<file path="config.mk">
export PLATFORM = sky130hd
export DESIGN_NAME = scsm_device_end_flat
export DESIGN_NICKNAME = d
export VERILOG_FILES = /design/src/scsm_pkg.sv /design/src/scsm_link_if.sv /design/src/scsm_device_end.sv /design/src/flat_wrapper.sv
export SDC_FILE = /design/constraint.sdc
export NUM_CORES = 1
export LEC_CHECK = 0
export BUFFER_PORTS_ARGS = -buffer_cell sky130_fd_sc_hd__buf_2
export CAP_MARGIN = 20
export CORE_MARGIN = 5
export CORE_UTILIZATION = 25
export CTS_BUF_LIST = sky130_fd_sc_hd__clkbuf_4 sky130_fd_sc_hd__clkbuf_8 sky130_fd_sc_hd__clkbuf_16
export DETAILED_ROUTE_END_ITERATION = 8
export MAX_ROUTING_LAYER = met4
export PLACE_DENSITY_LB_ADDON = 0.3
export SKIP_CTS_REPAIR_TIMING = 1
export SLEW_MARGIN = 20
export SYNTH_ARGS = -nofsm -noshare
export SYNTH_HDL_FRONTEND = slang
export SYNTH_SLANG_ARGS = --single-unit
</file>
<file path="constraint.sdc">
create_clock -name clk -period 9.8 [get_ports clk]
set_input_delay 1.96 -clock clk [delete_from_list [all_inputs] [get_ports clk]]
set_output_delay 1.96 -clock clk [all_outputs]
set_load 0.005 [all_outputs]
</file>
<file path="src/scsm_pkg.sv">
// Shared constants and types for the converter digital side and its serial host.
// Behaviour
// - Twelve decisions per conversion, MSB first to LSB.
// - Set trial bit, clear it if too high.
// - Correct earlier decisions only at tenth decision.
// - Tenth decision lands ten to eleven microseconds in.
// - Host keeps inputs static from 8 us until busy rises.
// - Host releases conversion start early in conversion.
// - Host avoids external shift clock edges during conversion.
// - Clock select low makes device serial master.
// - Busy falling starts shifting previous result out.
// - Serial clock idles low, data stable both edges.
// - Host is 12-bit slave selected by busy.
package scsm_pkg;
	localparam int RESULT_BITS = 12;
	localparam int CLK_NS = 100;
	localparam int TIMER_W = 8;
	localparam int COUNT_W = 5;
	localparam int PHASE_W = 3;

	// Conversion timing in nanoseconds and derived cycle counts.
	localparam int FIRST_DECISION_NS = 1500;
	localparam int STEP_NS = 1000;
	localparam int FIRST_DECISION_CYCLES = (FIRST_DECISION_NS + CLK_NS - 1) / CLK_NS;
	localparam int STEP_CYCLES = (STEP_NS + CLK_NS - 1) / CLK_NS;

	// Decision index of the tenth decision and the correction weight applied there.
	localparam logic [3:0] TENTH_BIT_INDEX = 4'h2;
	localparam int CORRECTION_WEIGHT = 8;

	// Internal serial clock: one bit per period, high in phases two to five.
	localparam int SCLK_PERIOD_NS = 800;
	localparam int SCLK_PERIOD_CYCLES = SCLK_PERIOD_NS / CLK_NS;
	localparam logic [PHASE_W-1:0] SCLK_RISE_AT = 3'h1;
	localparam logic [PHASE_W-1:0] SCLK_FALL_AT = 3'h5;
	localparam logic [PHASE_W-1:0] PHASE_LAST = PHASE_W'(SCLK_PERIOD_CYCLES - 1);

	// Host start pulse width; it must end well before the quiet window opens.
	localparam int START_LOW_NS = 1000;
	localparam int START_LOW_CYCLES = START_LOW_NS / CLK_NS;
	localparam int QUIET_START_NS = 8000;

	// Values after reset.
	localparam logic [RESULT_BITS-1:0] RESULT_RESET = 12'h000;
	localparam logic [2:0] SYNC_HIGH_RESET = 3'h7;

	typedef enum logic [1:0] {DEV_IDLE, DEV_CONVERT, DEV_FINISH} scsm_dev_state_type;
	typedef enum logic [1:0] {HOST_IDLE, HOST_START, HOST_WAIT} scsm_host_state_type;
endpackage

</file>
<file path="src/scsm_link_if.sv">
// Pin bundle between the converter digital side and the serial host.
`timescale 1ns/1ps
interface scsm_link_if;
	logic conversionStartN;
	logic externalShiftClock;
	logic clockSourceSelect;
	logic busy;
	logic serialClock;
	logic serialClockOe;
	logic serialResultOut;

	modport device (
		input conversionStartN,
		input externalShiftClock,
		input clockSourceSelect,
		output busy,
		output serialClock,
		output serialClockOe,
		output serialResultOut
	);

	modport host (
		output conversionStartN,
		output externalShiftClock,
		output clockSourceSelect,
		input busy,
		input serialClock,
		input serialClockOe,
		input serialResultOut
	);
endinterface

</file>
<file path="src/scsm_device_end.sv">
// Converter digital side: successive approximation sequencer and serial master.
`timescale 1ns/1ps
module scsm_device_end #(
	parameter int RESULT_BITS = scsm_pkg::RESULT_BITS
) (
	// Clock and reset
	input wire logic clk,
	input wire logic sys_rst,
	// Link pins
	scsm_link_if.device link,
	// User side: held input code, comparator noise, results
	input wire logic [RESULT_BITS-1:0] sampleCode,
	input wire logic compareFlip,
	output logic [RESULT_BITS-1:0] resultWord,
	output logic resultValid,
	output logic masterMode
);
	// Correction step at the tenth decision and the index of the first decision.
	localparam logic [RESULT_BITS:0] CORR = (RESULT_BITS + 1)'(scsm_pkg::CORRECTION_WEIGHT);
	localparam logic [3:0] TOP_INDEX = 4'(RESULT_BITS - 1);

	// Synchronised pins and their filtered levels.
	logic [2:0] startSync_r;
	logic [2:0] selSync_r;
	logic startLevel_r;
	logic masterMode_r;
	logic startFall;
	// Conversion sequencer state and the approximation being built.
	scsm_pkg::scsm_dev_state_type state_r;
	logic [scsm_pkg::TIMER_W-1:0] timer_r;
	logic [3:0] bitIdx_r;
	logic [RESULT_BITS-1:0] approx_r;
	logic [RESULT_BITS-1:0] approxNxt;
	// Completed result and the busy pin.
	logic [RESULT_BITS-1:0] result_r;
	logic resultValid_r;
	logic busy_r;
	// Serial master: shifter, bit counter, phase within a bit period and pins.
	logic [RESULT_BITS-1:0] shiftReg_r;
	logic [3:0] bitCnt_r;
	logic [scsm_pkg::PHASE_W-1:0] phase_r;
	logic shiftActive_r;
	logic sclk_r;
	logic serial_result_out_r;
	logic sclkOe_r;

	// One decision: optional correction at the tenth step, then trial and compare.
	function automatic logic [RESULT_BITS-1:0] sarStep(
		input logic [RESULT_BITS-1:0] base,
		input logic [RESULT_BITS-1:0] sample,
		input logic [3:0] idx,
		input logic flip
	);
		logic [RESULT_BITS:0] wide;
		logic [RESULT_BITS-1:0] mask;
		logic [RESULT_BITS-1:0] trial;
		logic tooHigh;
		wide = {1'b0, base};
		if (idx == scsm_pkg::TENTH_BIT_INDEX) begin
			// Earlier decisions may be off by one unit of the bit above; undo that here.
			if ({1'b0, sample} >= wide + CORR) begin
				wide = wide + CORR;
			end else if (sample < base) begin
				wide = wide - CORR;
			end
		end
		mask = {{(RESULT_BITS - 1){1'b0}}, 1'b1} << idx;
		trial = wide[RESULT_BITS-1:0] | mask;
		tooHigh = (trial > sample) ^ flip;
		sarStep = tooHigh ? wide[RESULT_BITS-1:0] : trial;
	endfunction

	// A synchronised level counts only once the last two stages agree, so a glitch is ignored.
	function automatic logic stagesAgree(input logic [2:0] stages);
		stagesAgree = (stages[1] == stages[2]);
	endfunction

	// The start and clock-select pins pass three flip-flops; a level counts once the last two agree.
	always_ff @(posedge clk or posedge sys_rst) begin
		if (sys_rst) begin
			startSync_r <= scsm_pkg::SYNC_HIGH_RESET;
			selSync_r <= scsm_pkg::SYNC_HIGH_RESET;
			startLevel_r <= 1'b1;
			masterMode_r <= 1'b0;
		end else begin
			startSync_r <= {startSync_r[1:0], link.conversionStartN};
			selSync_r <= {selSync_r[1:0], link.clockSourceSelect};
			if (stagesAgree(startSync_r)) begin
				startLevel_r <= startSync_r[2];
			end
			if (stagesAgree(selSync_r)) begin
				masterMode_r <= ~selSync_r[2];
			end
		end
	end

	assign startFall = startLevel_r && stagesAgree(startSync_r) && !startSync_r[2];
	assign approxNxt = sarStep(approx_r, sampleCode, bitIdx_r, compareFlip);

	// Conversion sequencer: first decision after a settling delay, then one per step.
	always_ff @(posedge clk or posedge sys_rst) begin
		if (sys_rst) begin
			state_r <= scsm_pkg::DEV_IDLE;
			timer_r <= '0;
			bitIdx_r <= '0;
			approx_r <= '0;
			busy_r <= 1'b1;
			result_r <= scsm_pkg::RESULT_RESET;
			resultValid_r <= 1'b0;
		end else begin
			resultValid_r <= 1'b0;
			case (state_r)
				scsm_pkg::DEV_IDLE: begin
					if (startFall) begin
						state_r <= scsm_pkg::DEV_CONVERT;
						busy_r <= 1'b0;
						timer_r <= scsm_pkg::TIMER_W'(scsm_pkg::FIRST_DECISION_CYCLES - 1);
						bitIdx_r <= TOP_INDEX;
						approx_r <= '0;
					end
				end
				scsm_pkg::DEV_CONVERT: begin
					// Count down to the next decision, then decide the bit under test.
					if (timer_r != '0) begin
						timer_r <= timer_r - 1'b1;
					end else begin
						approx_r <= approxNxt;
						if (bitIdx_r == 4'h0) begin
							state_r <= scsm_pkg::DEV_FINISH;
						end else begin
							bitIdx_r <= bitIdx_r - 1'b1;
							timer_r <= scsm_pkg::TIMER_W'(scsm_pkg::STEP_CYCLES - 1);
						end
					end
				end
				scsm_pkg::DEV_FINISH: begin
					// Busy only rises once the previous result has left the shifter.
					if (!shiftActive_r) begin
						state_r <= scsm_pkg::DEV_IDLE;
						busy_r <= 1'b1;
						result_r <= approx_r;
						resultValid_r <= 1'b1;
					end
				end
				default: begin
					state_r <= scsm_pkg::DEV_IDLE;
				end
			endcase
		end
	end

	// Serial master: on the busy fall the previous result leaves MSB first.
	always_ff @(posedge clk or posedge sys_rst) begin
		if (sys_rst) begin
			shiftReg_r <= '0;
			bitCnt_r <= '0;
			phase_r <= '0;
			shiftActive_r <= 1'b0;
			sclk_r <= 1'b0;
			serial_result_out_r <= 1'b0;
		end else if (state_r == scsm_pkg::DEV_IDLE && startFall && masterMode_r) begin
			shiftActive_r <= 1'b1;
			serial_result_out_r <= result_r[RESULT_BITS-1];
			shiftReg_r <= result_r << 1;
			bitCnt_r <= TOP_INDEX;
			phase_r <= '0;
			sclk_r <= 1'b0;
		end else if (shiftActive_r) begin
			// Data changes only at period start, edges sit mid-period for margin.
			if (phase_r == scsm_pkg::SCLK_RISE_AT) begin
				sclk_r <= 1'b1;
			end
			if (phase_r == scsm_pkg::SCLK_FALL_AT) begin
				sclk_r <= 1'b0;
			end
			if (phase_r == scsm_pkg::PHASE_LAST) begin
				phase_r <= '0;
				// The last bit has had its full period; the data line returns low.
				if (bitCnt_r == 4'h0) begin
					shiftActive_r <= 1'b0;
					serial_result_out_r <= 1'b0;
				end else begin
					serial_result_out_r <= shiftReg_r[RESULT_BITS-1];
					shiftReg_r <= shiftReg_r << 1;
					bitCnt_r <= bitCnt_r - 1'b1;
				end
			end else begin
				phase_r <= phase_r + 1'b1;
			end
		end
	end

	// Serial clock is driven only in master mode.
	always_ff @(posedge clk or posedge sys_rst) begin
		if (sys_rst) begin
			sclkOe_r <= 1'b0;
		end else begin
			sclkOe_r <= masterMode_r;
		end
	end

	// Pins and user outputs come straight from their flip-flops.
	assign link.busy = busy_r;
	assign link.serialClock = sclk_r;
	assign link.serialClockOe = sclkOe_r;
	assign link.serialResultOut = serial_result_out_r;
	assign resultWord = result_r;
	assign resultValid = resultValid_r;
	assign masterMode = masterMode_r;
endmodule

</file>
<file path="src/flat_wrapper.sv">
// flat-port wrapper written by rule: the top's interface ports become plain ports
module scsm_device_end_flat 
#(
	parameter int RESULT_BITS = scsm_pkg::RESULT_BITS
)
  (clk, sys_rst, sampleCode, compareFlip, resultWord, resultValid, masterMode, link_conversionStartN, link_externalShiftClock, link_clockSourceSelect, link_busy, link_serialClock, link_serialClockOe, link_serialResultOut);
  scsm_link_if link_i ();
  input wire logic clk;
  input wire logic sys_rst;
  input wire logic [RESULT_BITS-1:0] sampleCode;
  input wire logic compareFlip;
  output logic [RESULT_BITS-1:0] resultWord;
  output logic resultValid;
  output logic masterMode;
  input wire logic [$bits(link_i.conversionStartN)-1:0] link_conversionStartN;
  input wire logic [$bits(link_i.externalShiftClock)-1:0] link_externalShiftClock;
  input wire logic [$bits(link_i.clockSourceSelect)-1:0] link_clockSourceSelect;
  output wire logic [$bits(link_i.busy)-1:0] link_busy;
  output wire logic [$bits(link_i.serialClock)-1:0] link_serialClock;
  output wire logic [$bits(link_i.serialClockOe)-1:0] link_serialClockOe;
  output wire logic [$bits(link_i.serialResultOut)-1:0] link_serialResultOut;
  assign link_i.conversionStartN = link_conversionStartN;
  assign link_i.externalShiftClock = link_externalShiftClock;
  assign link_i.clockSourceSelect = link_clockSourceSelect;
  assign link_busy = link_i.busy;
  assign link_serialClock = link_i.serialClock;
  assign link_serialClockOe = link_i.serialClockOe;
  assign link_serialResultOut = link_i.serialResultOut;
  scsm_device_end #(.RESULT_BITS(RESULT_BITS)) u_core (.clk(clk), .sys_rst(sys_rst), .link(link_i), .sampleCode(sampleCode), .compareFlip(compareFlip), .resultWord(resultWord), .resultValid(resultValid), .masterMode(masterMode));
endmodule
</file>
==> results of run 1 <==
[path summary, 6_finish.rpt]
path                                                    to  cells after the start
min                        u_core.startSync_r[1]$_DFF_PP1_                      0
max                         u_core.approx_r[5]$_DFFE_PP0P_                     17
min reg2reg                u_core.startSync_r[1]$_DFF_PP1_                      0
min in group asynchronous    u_core.state_r[1]$_DFFE_PP0P_                      3
max reg2reg                 u_core.approx_r[5]$_DFFE_PP0P_                     20
max in group asynchronous  u_core.approx_r[11]$_DFFE_PP0P_                      3
[stage by stage]
stage | hold WS, ns | power (mW) | area [sq um] | setup WS [ns]
after floorplan | 0.345 | 0.909 | 4970 | 4.45
after global placement | 0.347 | 1.04 | 5350 | 3.59
after detailed placement | 0.349 | 1.07 | 5350 | 3.53
after CTS | 0.357 | 1.43 | 5680 | 3.84
after global routing | 0.363 | 1.54 | 5680 | 3.34
final | 0.355 | 1.43 | 5680 | 3.75
[kinds of logic after synthesis]
group | Yosys count
adder cells (fa/ha/maj) | 48
AND/OR/NAND/NOR | 199
XOR/XNOR | 17
flip-flops | 70
buffers and inverters | 61
AO/OA/AOI/OAI | 121
multiplexers | 29
[state kept, by name, summed over array words and instances, names as in the netlist, 3 cells and up]
name,cells
u_core.approx_r,12
u_core.resultWord,12
u_core.shiftReg_r,11
u_core.timer_r,8
u_core.bitCnt_r,4
u_core.bitIdx_r,4
u_core.phase_r,3
u_core.selSync_r,3
u_core.startSync_r,3
[Yosys cell counts, drive strengths merged, types with 8 or more instances]
cell type / count / share of area (%)
inv: 33 / 2.5
a21oi: 30 / 3.2
mux2: 13 / 2.9
mux2i: 16 / 3.2
xnor2: 11 / 2.2
clkbuf: 10 / 0.75
nand3: 25 / 2.6
o21ai: 35 / 3.7
nand4: 18 / 2.3
buf: 18 / 2.1
nor2: 38 / 2.9
o211ai: 8 / 1.3
nor3: 19 / 2.1
dfstp: 8 / 4.2
ha: 47 / 12
nor2b: 9 / 1.3
a31oi: 8 / 1.1
nand2: 55 / 4.2
dfrtp: 62 / 31
[critical path, cell delays in order]
cell and delay, ns:
buf_2 0.13, ha_1 0.36, nand4_1 0.14, nor2_1 0.21, o41ai_4 0.17, a21oi_2 0.73, nor3_1 0.14, o21ai_0 0.25
mux2i_1 0.23, ha_1 0.25, nand4_1 0.16, nor2_1 0.09, a21boi_1 0.15, o41a_1 0.45, xnor2_2 0.42, nand2_1 0.20
o211ai_1 0.24
[final cells by class]
class	instances	area share (%)
clock buffer	9	3.96
clock inverter	7	1.87
inverter	33	2.18
multi-input combinational	414	51.9
sequential	70	31.0
tap	265	5.83
timing repair buffer	36	3.26
[placed cells by master (no fill, tap or decap), drive strengths merged, types with 3 or more instances in the layout]
master / count
a211oi: 5
nor4: 5
and2: 5
a21boi: 3
nor2b: 9
clkbuf: 9
a2111oi: 3
xnor2: 11
a31oi: 8
a21oi: 30
dfrtp: 62
and3: 7
nand2: 55
ha: 47
nand4: 18
nand4b: 3
o31ai: 4
o21ai: 35
o211ai: 8
clkinv: 3
nand3: 25
nor3: 19
mux2i: 16
or3: 4
mux2: 13
a21o: 4
dfstp: 8
nor2: 38
inv: 35
buf: 36
xor2: 6
o22ai: 3
[power by group]
part	total, mW	internal [mW]	switching (mW)
clock network	0.355	0.227	0.128
registers	0.468	0.360	0.108
logic	0.603	0.237	0.365
total	1.43	0.824	0.602
[layer usage]
layer / track usage [%] / routed length (microns) / vias to the layer above
met1: 15.2 / 5800 / 2012
met2: 20.2 / 6500 / 100
met5: - / 0 / -
li1: - / - / 2004
met3: 3.08 / 694 / 20
met4: 2.90 / 184 / 0
==> impl_metrics.json, run 1 <==
{
  "grt_pass1_vias": 4281,
  "cp.arrival_ns": 6.28,
  "cts_buffers": 9,
  "yosys.area_share.simple_pct": 20.7,
  "routabilityCongestion": 0.923,
  "nets": 629,
  "clk_latency_ns": 0.33,
  "hold_viol": 0,
  "period_share_pct": 61.7,
  "ir_worst_vdd_uv": 77.9,
  "rsz0062_at_grt": "false",
  "drive_gt1_share_pct": 17.2,
  "seq_area_sq_um": 1760,
  "clkTransAtPathRegs_ns": 0.06,
  "insertedDiodeCount": 0,
  "yosys_warnings": 0,
  "first_iter_violations": 311,
  "worstSetupStartpoint": "sampleCode[8]",
  "start_util_pct": 25.5,
  "p_leak_nw": 2.47,
  "antenna_found_initial": 0,
  "synth_xor_area_share_pct": 3.29,
  "grt_usage_pct": 12.3,
  "setup_violations": 0,
  "status": "finished clean",
  "synth_enable_flop_cells": 0,
  "synth_compound_area_share_pct": 17.0,
  "multiInputGateArea_sq_um": 2950,
  "max_cap_viol_count": 0,
  "tightestPinTransition_ns": 1.01,
  "setup_tns_ns": 0,
  "crit_required_ns": 10.03,
  "synthFlopType": "dfrtp_1",
  "root_buffer": "clkbuf_16",
  "worstHoldStart": "u_core.startSync_r[0]$_DFF_PP1_",
  "cp_max_fo": 16,
  "clock_sinks": 70,
  "overflow": 0,
  "drc": 0,
  "totalWireLength_microns": 13200,
  "skew_ns": 0.00810,
  "hp-class": "flop to flop",
  "io_buffers": 34,
  "synth_area_sq_um": 4970,
  "grt_max_degree": 71,
  "postSynthNetCount": 610,
  "relSlewSlack_pct": 32.6,
  "yosysUniqueCellTypes": 76,
  "dp.cells": 818,
  "critical_path_class": "primary input to flop",
  "place_hpwl_microns": 9980,
  "ff2ff_setup_slack_ns": 3.77,
  "synth_fa_ha_area_share_pct": 12.0,
  "max_freq_mhz": 165,
  "synth_seq_cells": 70,
  "period_needed_ns": 6.05,
  "post_drt_wl_per_cell_microns": 15.8,
  "synthArstFlopShare_pct": 100,
  "ant_nets": 0,
  "power_density_nw_per_um2": 251,
  "syn_area_per_cell_sq_um": 9.13,
  "synth_cells": 545,
  "utilization_pct": 29.1,
  "rows": 51,
  "cts_buffer_depth": 2,
  "dr.pass1.iters": 4,
  "ys_seq_area_share_pct": 35.4,
  "synthMuxAreaShare_pct": 6.16,
  "die_x_microns": 151,
  "core_sq_um": 19500,
  "nFillCells": 2098,
  "die_h_microns": 151,
  "cts_tree": "built",
  "r2r-start": "u_core.approx_r[3]$_DFFE_PP0P_",
  "cp-end-kind": "flop",
  "cts_max_level": 3,
  "areaGrowthSynthToFinish_pct": 14.3,
  "grt_pass1_wl_microns": 21900,
  "vias": 4136,
  "die_area_sq_um": 22800,
  "slew_viol_final": 0,
  "routed_via_density": 4.96,
  "final_cells": 834,
  "pin_count": 36,
  "synth_top_family_by_area": "simple AND/OR/NAND/NOR gates",
  "startpoint_type": "primary input"
}
No activity file was read; power rests on OpenSTA's default activity.
==> run 2, diff against run 1 <==
--- a/config.mk
+++ b/config.mk
@@ -5,6 +5,7 @@
 export SDC_FILE = /design/constraint.sdc
 export NUM_CORES = 1
 export LEC_CHECK = 0
+export ABC_AREA = 1
 export BUFFER_PORTS_ARGS = -buffer_cell sky130_fd_sc_hd__buf_2
 export CAP_MARGIN = 20
 export CORE_MARGIN = 5
==> constraint.sdc (replaced) <==
create_clock -name clk -period 4.95 [get_ports clk]
set_input_delay 0.99 -clock clk [delete_from_list [all_inputs] [get_ports clk]]
set_output_delay 0.99 -clock clk [all_outputs]
set_load 0.005 [all_outputs]
==> impl_metrics.json, run 2 <==
{
  "hold_viol": 0,
  "overflow": 0,
  "skew_ns": 0.0114,
  "cp.arrival_ns": 4.65,
  "vias": 4117,
  "drc": 0,
  "p_leak_nw": 2.94,
  "crit_required_ns": 5.21,
  "nets": 767,
  "routabilityCongestion": 0.837,
  "core_sq_um": 19400,
  "setup_violations": 0,
  "final_cell_mix": "nand2_1 (211), inv_1 (86), dfrtp_1 (62)",
  "synth_area_sq_um": 4900,
  "relSlewSlack_pct": 47.0,
  "place_hpwl_microns": 9020,
  "die_area_sq_um": 22500,
  "final_common_cell": "nand2_1",
  "status": "finished clean",
  "insertedDiodeCount": 0,
  "period_needed_ns": 4.40,
  "period_share_pct": 88.8,
  "first_iter_violations": 219,
  "rsz0062_at_grt": "false",
  "cts_max_level": 3,
  "dr.pass1.iters": 5,
  "grt_pass1_wl_microns": 19400,
  "whs_ns": 0.354,
  "ir_worst_vdd_uv": 184,
  "synth_enable_flop_cells": 0,
  "cp_max_fo": 10,
  "die_x_microns": 150,
  "grt_pass1_vias": 3832,
  "nFillCells": 2124,
  "rows": 51,
  "root_buffer": "clkbuf_16",
  "areaGrowthSynthToFinish_pct": 14.9,
  "ant_nets": 0,
  "max_freq_mhz": 227,
  "critical_path_class": "flop to flop",
  "synth.area.top_cells": "dfrtp_1 (32%), nand2_1 (16%), ha_1 (12%), inv_1 (6.7%), dfstp_2 (4.3%)",
  "grt_max_degree": 45,
  "synth_common_cells": "nand2_1 (211), inv_1 (87), dfrtp_1 (62), nor2_1 (52), ha_1 (47)",
  "max_cap_viol_count": 0,
  "setup_tns_ns": 0,
  "tightestPinTransition_ns": 0.794,
  "antenna_found_initial": 0,
  "synth_seq_cells": 70,
  "cts_buffer_depth": 2,
  "syn_area_per_cell_sq_um": 7.31,
  "pin_count": 36,
  "hp-class": "flop to flop",
  "die_h_microns": 150,
  "place_area_sq_um": 5320,
  "cts_tree": "built",
  "start_util_pct": 25.3,
  "synth.most_common_cell": "nand2_1",
  "clkTransAtPathRegs_ns": 0.06,
  "totalWireLength_microns": 11700,
  "postSynthNetCount": 736,
  "clk_latency_ns": 0.34,
  "power.total_mw": 2.86,
  "cts_buffers": 9,
  "drive_gt1_share_pct": 11.9,
  "routed_via_density": 4.24,
  "synth_cells": 671,
  "io_buffers": 34,
  "startpoint_type": "flop",
  "synthArstFlopShare_pct": 100,
  "yosys_warnings": 0,
  "ys_seq_area_share_pct": 35.9,
  "cp-end-kind": "flop",
  "design_area_sq_um": 5630,
  "synth_top_area_cell": "dfrtp_1",
  "synth_top_area_share_pct": 31.6,
  "clock_sinks": 70,
  "power_density_nw_per_um2": 508,
  "grt_usage_pct": 11.2,
  "synthFlopType": "dfrtp_1",
  "post_drt_wl_per_cell_microns": 12.0,
  "slew_viol_final": 0,
  "yosysUniqueCellTypes": 41
}
-- run 2: changes by cell type after synthesis, moves of 7 or more --
cell | previous run | this run
and3_1 | 7 | 0
buf_2 | 13 | 5
inv_1 | 33 | 87
inv_2 | 0 | 8
mux2_2 | 12 | 0
mux2i_1 | 16 | 0
nand2_1 | 54 | 211
nand3_1 | 24 | 40
nor2_1 | 38 | 52
nor2b_1 | 8 | 0
nor3_1 | 17 | 10
-- run 2: report_power, final --
part,total [mW],switching [mW],internal (mW)
Sequential,0.911,0.168,0.743
Combinational,1.27,0.784,0.490
Clock,0.677,0.249,0.428
-- run 2: cell type report --
class / count / area (sq um) / share of cell area (%)
well taps: 265 / 332 / 5.89
clock inverters: 3 / 42.5 / 0.755
clock buffers: 13 / 268 / 4.75
flip-flops and latches: 70 / 1760 / 31.3
repair buffers: 36 / 185 / 3.29
inverters: 96 / 362 / 6.42
multi-input cells: 489 / 2680 / 47.6
-- run 2: per-layer routing --
layer	GRT usage, %	vias to the layer above	share of wire, %
met5	-	-	0
met4	3.29	0	1.2
met3	2.57	10	4.0
met2	18.0	52	46
met1	14.3	1838	49
li1	-	2217	-
-- run 2: worst max-delay path: stages, from the launching register on --
cell and delay [ns]:
dfrtp_1 0.47, ha_1 0.26, nand3_1 0.13, xor2_1 0.20, inv_1 0.06, ha_1 0.30, nand4_1 0.13, nor2_1 0.12
nor2_1 0.05, nand2_1 0.16, nand2_1 0.09, nand2_1 0.22, nand2_1 0.08, nand3_1 0.11, nand2_1 0.08, or2_1 0.22
ha_1 0.31, nand4_1 0.17, nor2_1 0.18, nand2_1 0.08, nand3_1 0.08, nand3_1 0.32, nand3_1 0.30, nand3_1 0.09
o21ai_0 0.08
-- run 2: logic make-up after synthesis --
group	count (synthesis)	share of synthesized area [%]
AND/OR/NAND/NOR	352	31.4
buffers and inverters	112	9.39
AO/OA/AOI/OAI	78	9.16
flip-flops	70	35.9
adder cells (fa/ha/maj)	47	12.0
XOR/XNOR	12	2.14
-- run 2: worst paths after layout --
check                                                 from                             endpoint  slack, ns  depth (start not counted)
max reg2reg                 u_core.approx_r[3]$_DFFE_PP0P_       u_core.approx_r[1]$_DFFE_PP0P_       0.55                         24
min reg2reg                u_core.startSync_r[0]$_DFF_PP1_      u_core.startSync_r[1]$_DFF_PP1_       0.35                          0
max in group asynchronous                          sys_rst     u_core.resultWord[8]$_DFFE_PP0P_       3.32                          3
min in group asynchronous                          sys_rst  u_core.link.serialClockOe$_DFF_PP0_       0.77                          2
max                         u_core.approx_r[3]$_DFFE_PP0P_       u_core.approx_r[1]$_DFFE_PP0P_       0.55                         24
min                        u_core.startSync_r[0]$_DFF_PP1_      u_core.startSync_r[1]$_DFF_PP1_       0.35                          0
-- run 2: metrics by stage --
stage / setup WS, ns / std cells / util, %
2_1_floorplan: 1.28 / 671 / -
3_3_place_gp: 0.404 / 956 / 27.4
3_5_place_dp: 0.361 / 956 / 27.4
4_1_cts: 0.502 / 972 / 29.0
5_1_grt: 0.103 / 972 / 29.0
6_report: 0.552 / 972 / 29.0
==> run 3, diff against run 2 <==
--- a/config.mk
+++ b/config.mk
@@ -8,6 +8,7 @@
 export ABC_AREA = 1
 export BUFFER_PORTS_ARGS = -buffer_cell sky130_fd_sc_hd__buf_2
 export CAP_MARGIN = 20
+export CORE_ASPECT_RATIO = 0.9
 export CORE_MARGIN = 5
 export CORE_UTILIZATION = 25
 export CTS_BUF_LIST = sky130_fd_sc_hd__clkbuf_4 sky130_fd_sc_hd__clkbuf_8 sky130_fd_sc_hd__clkbuf_16
==> impl_metrics.json, run 3 (synthesis results as in run 2) <==
{
  "final_cell_mix": "nand2_1 (211), inv_1 (86), dfrtp_1 (62)",
  "max_cap_viol_count": 0,
  "grt_pass1_vias": 3866,
  "crit_top_cell": "nand2_1",
  "setup_violations": 0,
  "vias": 4135,
  "power.switching_mw": 1.20,
  "nets": 767,
  "crit_required_ns": 5.16,
  "dr.pass1.iters": 6,
  "max_freq_mhz": 234,
  "cp.buffers_inverters": 1,
  "drive_gt1_share_pct": 11.9,
  "p_leak_nw": 2.97,
  "skew_ns": 0.00955,
  "dp.cells": 941,
  "switching_share_pct": 40.7,
  "slowest_delay_ns": 0.47,
  "startpoint_type": "flop",
  "insertedDiodeCount": 0,
  "cts_max_level": 3,
  "p_int_mw": 1.75,
  "root_buffer": "clkbuf_16",
  "place_hpwl_microns": 9060,
  "cp-end-kind": "flop",
  "slew_viol_final": 0,
  "ir_worst_vdd_uv": 202,
  "period_needed_ns": 4.27,
  "sequentialPowerShare_pct": 30.8,
  "utilization_pct": 29.4,
  "grt_max_degree": 39,
  "drc": 0,
  "combinationalPowerShare_pct": 43.1,
  "antenna_found_initial": 0,
  "clock_sinks": 70,
  "cts_tree": "built",
  "clk_latency_ns": 0.33,
  "routabilityCongestion": 0.814,
  "core_sq_um": 19200,
  "setup_tns_ns": 0,
  "clockPowerShare_pct": 26.0,
  "final_cells": 957,
  "clkTransAtPathRegs_ns": 0.06,
  "pin_count": 36,
  "cts_buffer_depth": 2,
  "io_buffers": 34,
  "start_util_pct": 25.5,
  "status": "finished clean",
  "rsz0062_at_grt": "false",
  "overflow": 0,
  "final_common_cell": "nand2_1",
  "critical_path_class": "flop to flop",
  "ant_nets": 0,
  "period_share_pct": 86.2,
  "rows": 48,
  "totalWireLength_microns": 11600,
  "post_drt_wl_per_cell_microns": 12.1,
  "areaGrowthSynthToFinish_pct": 15.4,
  "routed_via_density": 4.32,
  "first_iter_violations": 192,
  "power_density_nw_per_um2": 523,
  "crit_slowest_cell": "dfrtp_1",
  "cts_buffers": 9,
  "cp_max_fo": 10,
  "die_h_microns": 143,
  "crit_family": "simple AND/OR/NAND/NOR gates",
  "relSlewSlack_pct": 53.0,
  "die_x_microns": 158,
  "cp.arrival_ns": 4.48,
  "hp-class": "flop to flop",
  "hold_viol": 0,
  "die_area_sq_um": 22500,
  "grt_pass1_wl_microns": 19600,
  "grt_usage_pct": 11.0,
  "tightestPinTransition_ns": 0.704
}
==> run 3: path summary, 6_finish.rpt <==
kind                                                  end                      startpoint  slack, ns  cells after the start
max reg2reg                u_core.approx_r[1]$_DFFE_PP0P_  u_core.approx_r[3]$_DFFE_PP0P_       0.68                     25
min                         u_core.selSync_r[1]$_DFF_PP1_   u_core.selSync_r[0]$_DFF_PP1_       0.35                      0
min in group asynchronous  u_core.bitIdx_r[3]$_DFFE_PP0P_                         sys_rst       0.77                      2
min reg2reg                 u_core.selSync_r[1]$_DFF_PP1_   u_core.selSync_r[0]$_DFF_PP1_       0.35                      0
max in group asynchronous    u_core.link.busy$_DFFE_PP1P_                         sys_rst       3.21                      3
max                        u_core.approx_r[1]$_DFFE_PP0P_  u_core.approx_r[3]$_DFFE_PP0P_       0.68                     25
==> run 3: area by class of cell <==
class	instances	area, sq um
clock inverter	5	104
multi-input combinational	489	2680
inverter	96	360
tap	250	313
fill	2117	13600
sequential	70	1760
timing repair buffer	36	185
clock buffer	11	253
==> run 3: layer usage <==
| metal | up-vias | share of wire (%) | routed length, microns | track usage (%) |
|---|---|---|---|---|
| met5 | - | 0 | 0 | - |
| met4 | 0 | 0.94 | 109 | 2.63 |
| met3 | 9 | 3.5 | 406 | 2.06 |
| met2 | 53 | 45 | 5180 | 17.1 |
| met1 | 1859 | 51 | 5860 | 14.9 |
| li1 | 2214 | - | - | - |
==> run 3: worst register-to-register path, cell delays in order, from the launching register on <==
cell and delay [ns]:
dfrtp_1 0.47, ha_1 0.26, nand3_1 0.12, xor2_1 0.20, inv_1 0.06, ha_1 0.29
nand4_1 0.12, nor2_1 0.12, nor2_1 0.04, nand2_1 0.14, nand2_1 0.09, nand2_1 0.22
nand2_1 0.08, nand3_1 0.10, nand2_1 0.07, or2_1 0.21, ha_1 0.31, nand4_1 0.16
nor2_1 0.17, nand2_1 0.08, nand3_1 0.08, nand2_1 0.05, nand2_1 0.27, nand3_1 0.23
nand3_1 0.12, o21ai_0 0.08
==> run 3: through the flow <==
step	power [mW]	area (sq um)	hold slack, ns	worst slack (ns)
floorplan	1.91	4900	0.345	1.28
global placement	2.19	5300	0.346	0.433
detailed placement	2.20	5300	0.348	0.443
CTS	2.99	5660	0.355	0.611
global route	3.25	5660	0.359	0.143
finish	2.96	5660	0.355	0.681
==> run 3: power by group through the flow <==
| stage | Sequential (mW) | Clock [mW] | Combinational (mW) |
|---|---|---|---|
| 6_report | 0.912 | 0.770 | 1.28 |
| 5_1_grt | 0.940 | 0.815 | 1.50 |
| 4_1_cts | 0.912 | 0.793 | 1.29 |
| 3_5_place_dp | 0.921 | 0 | 1.28 |
| 3_3_place_gp | 0.919 | 0 | 1.27 |
| 2_1_floorplan | 0.848 | 0 | 1.07 |
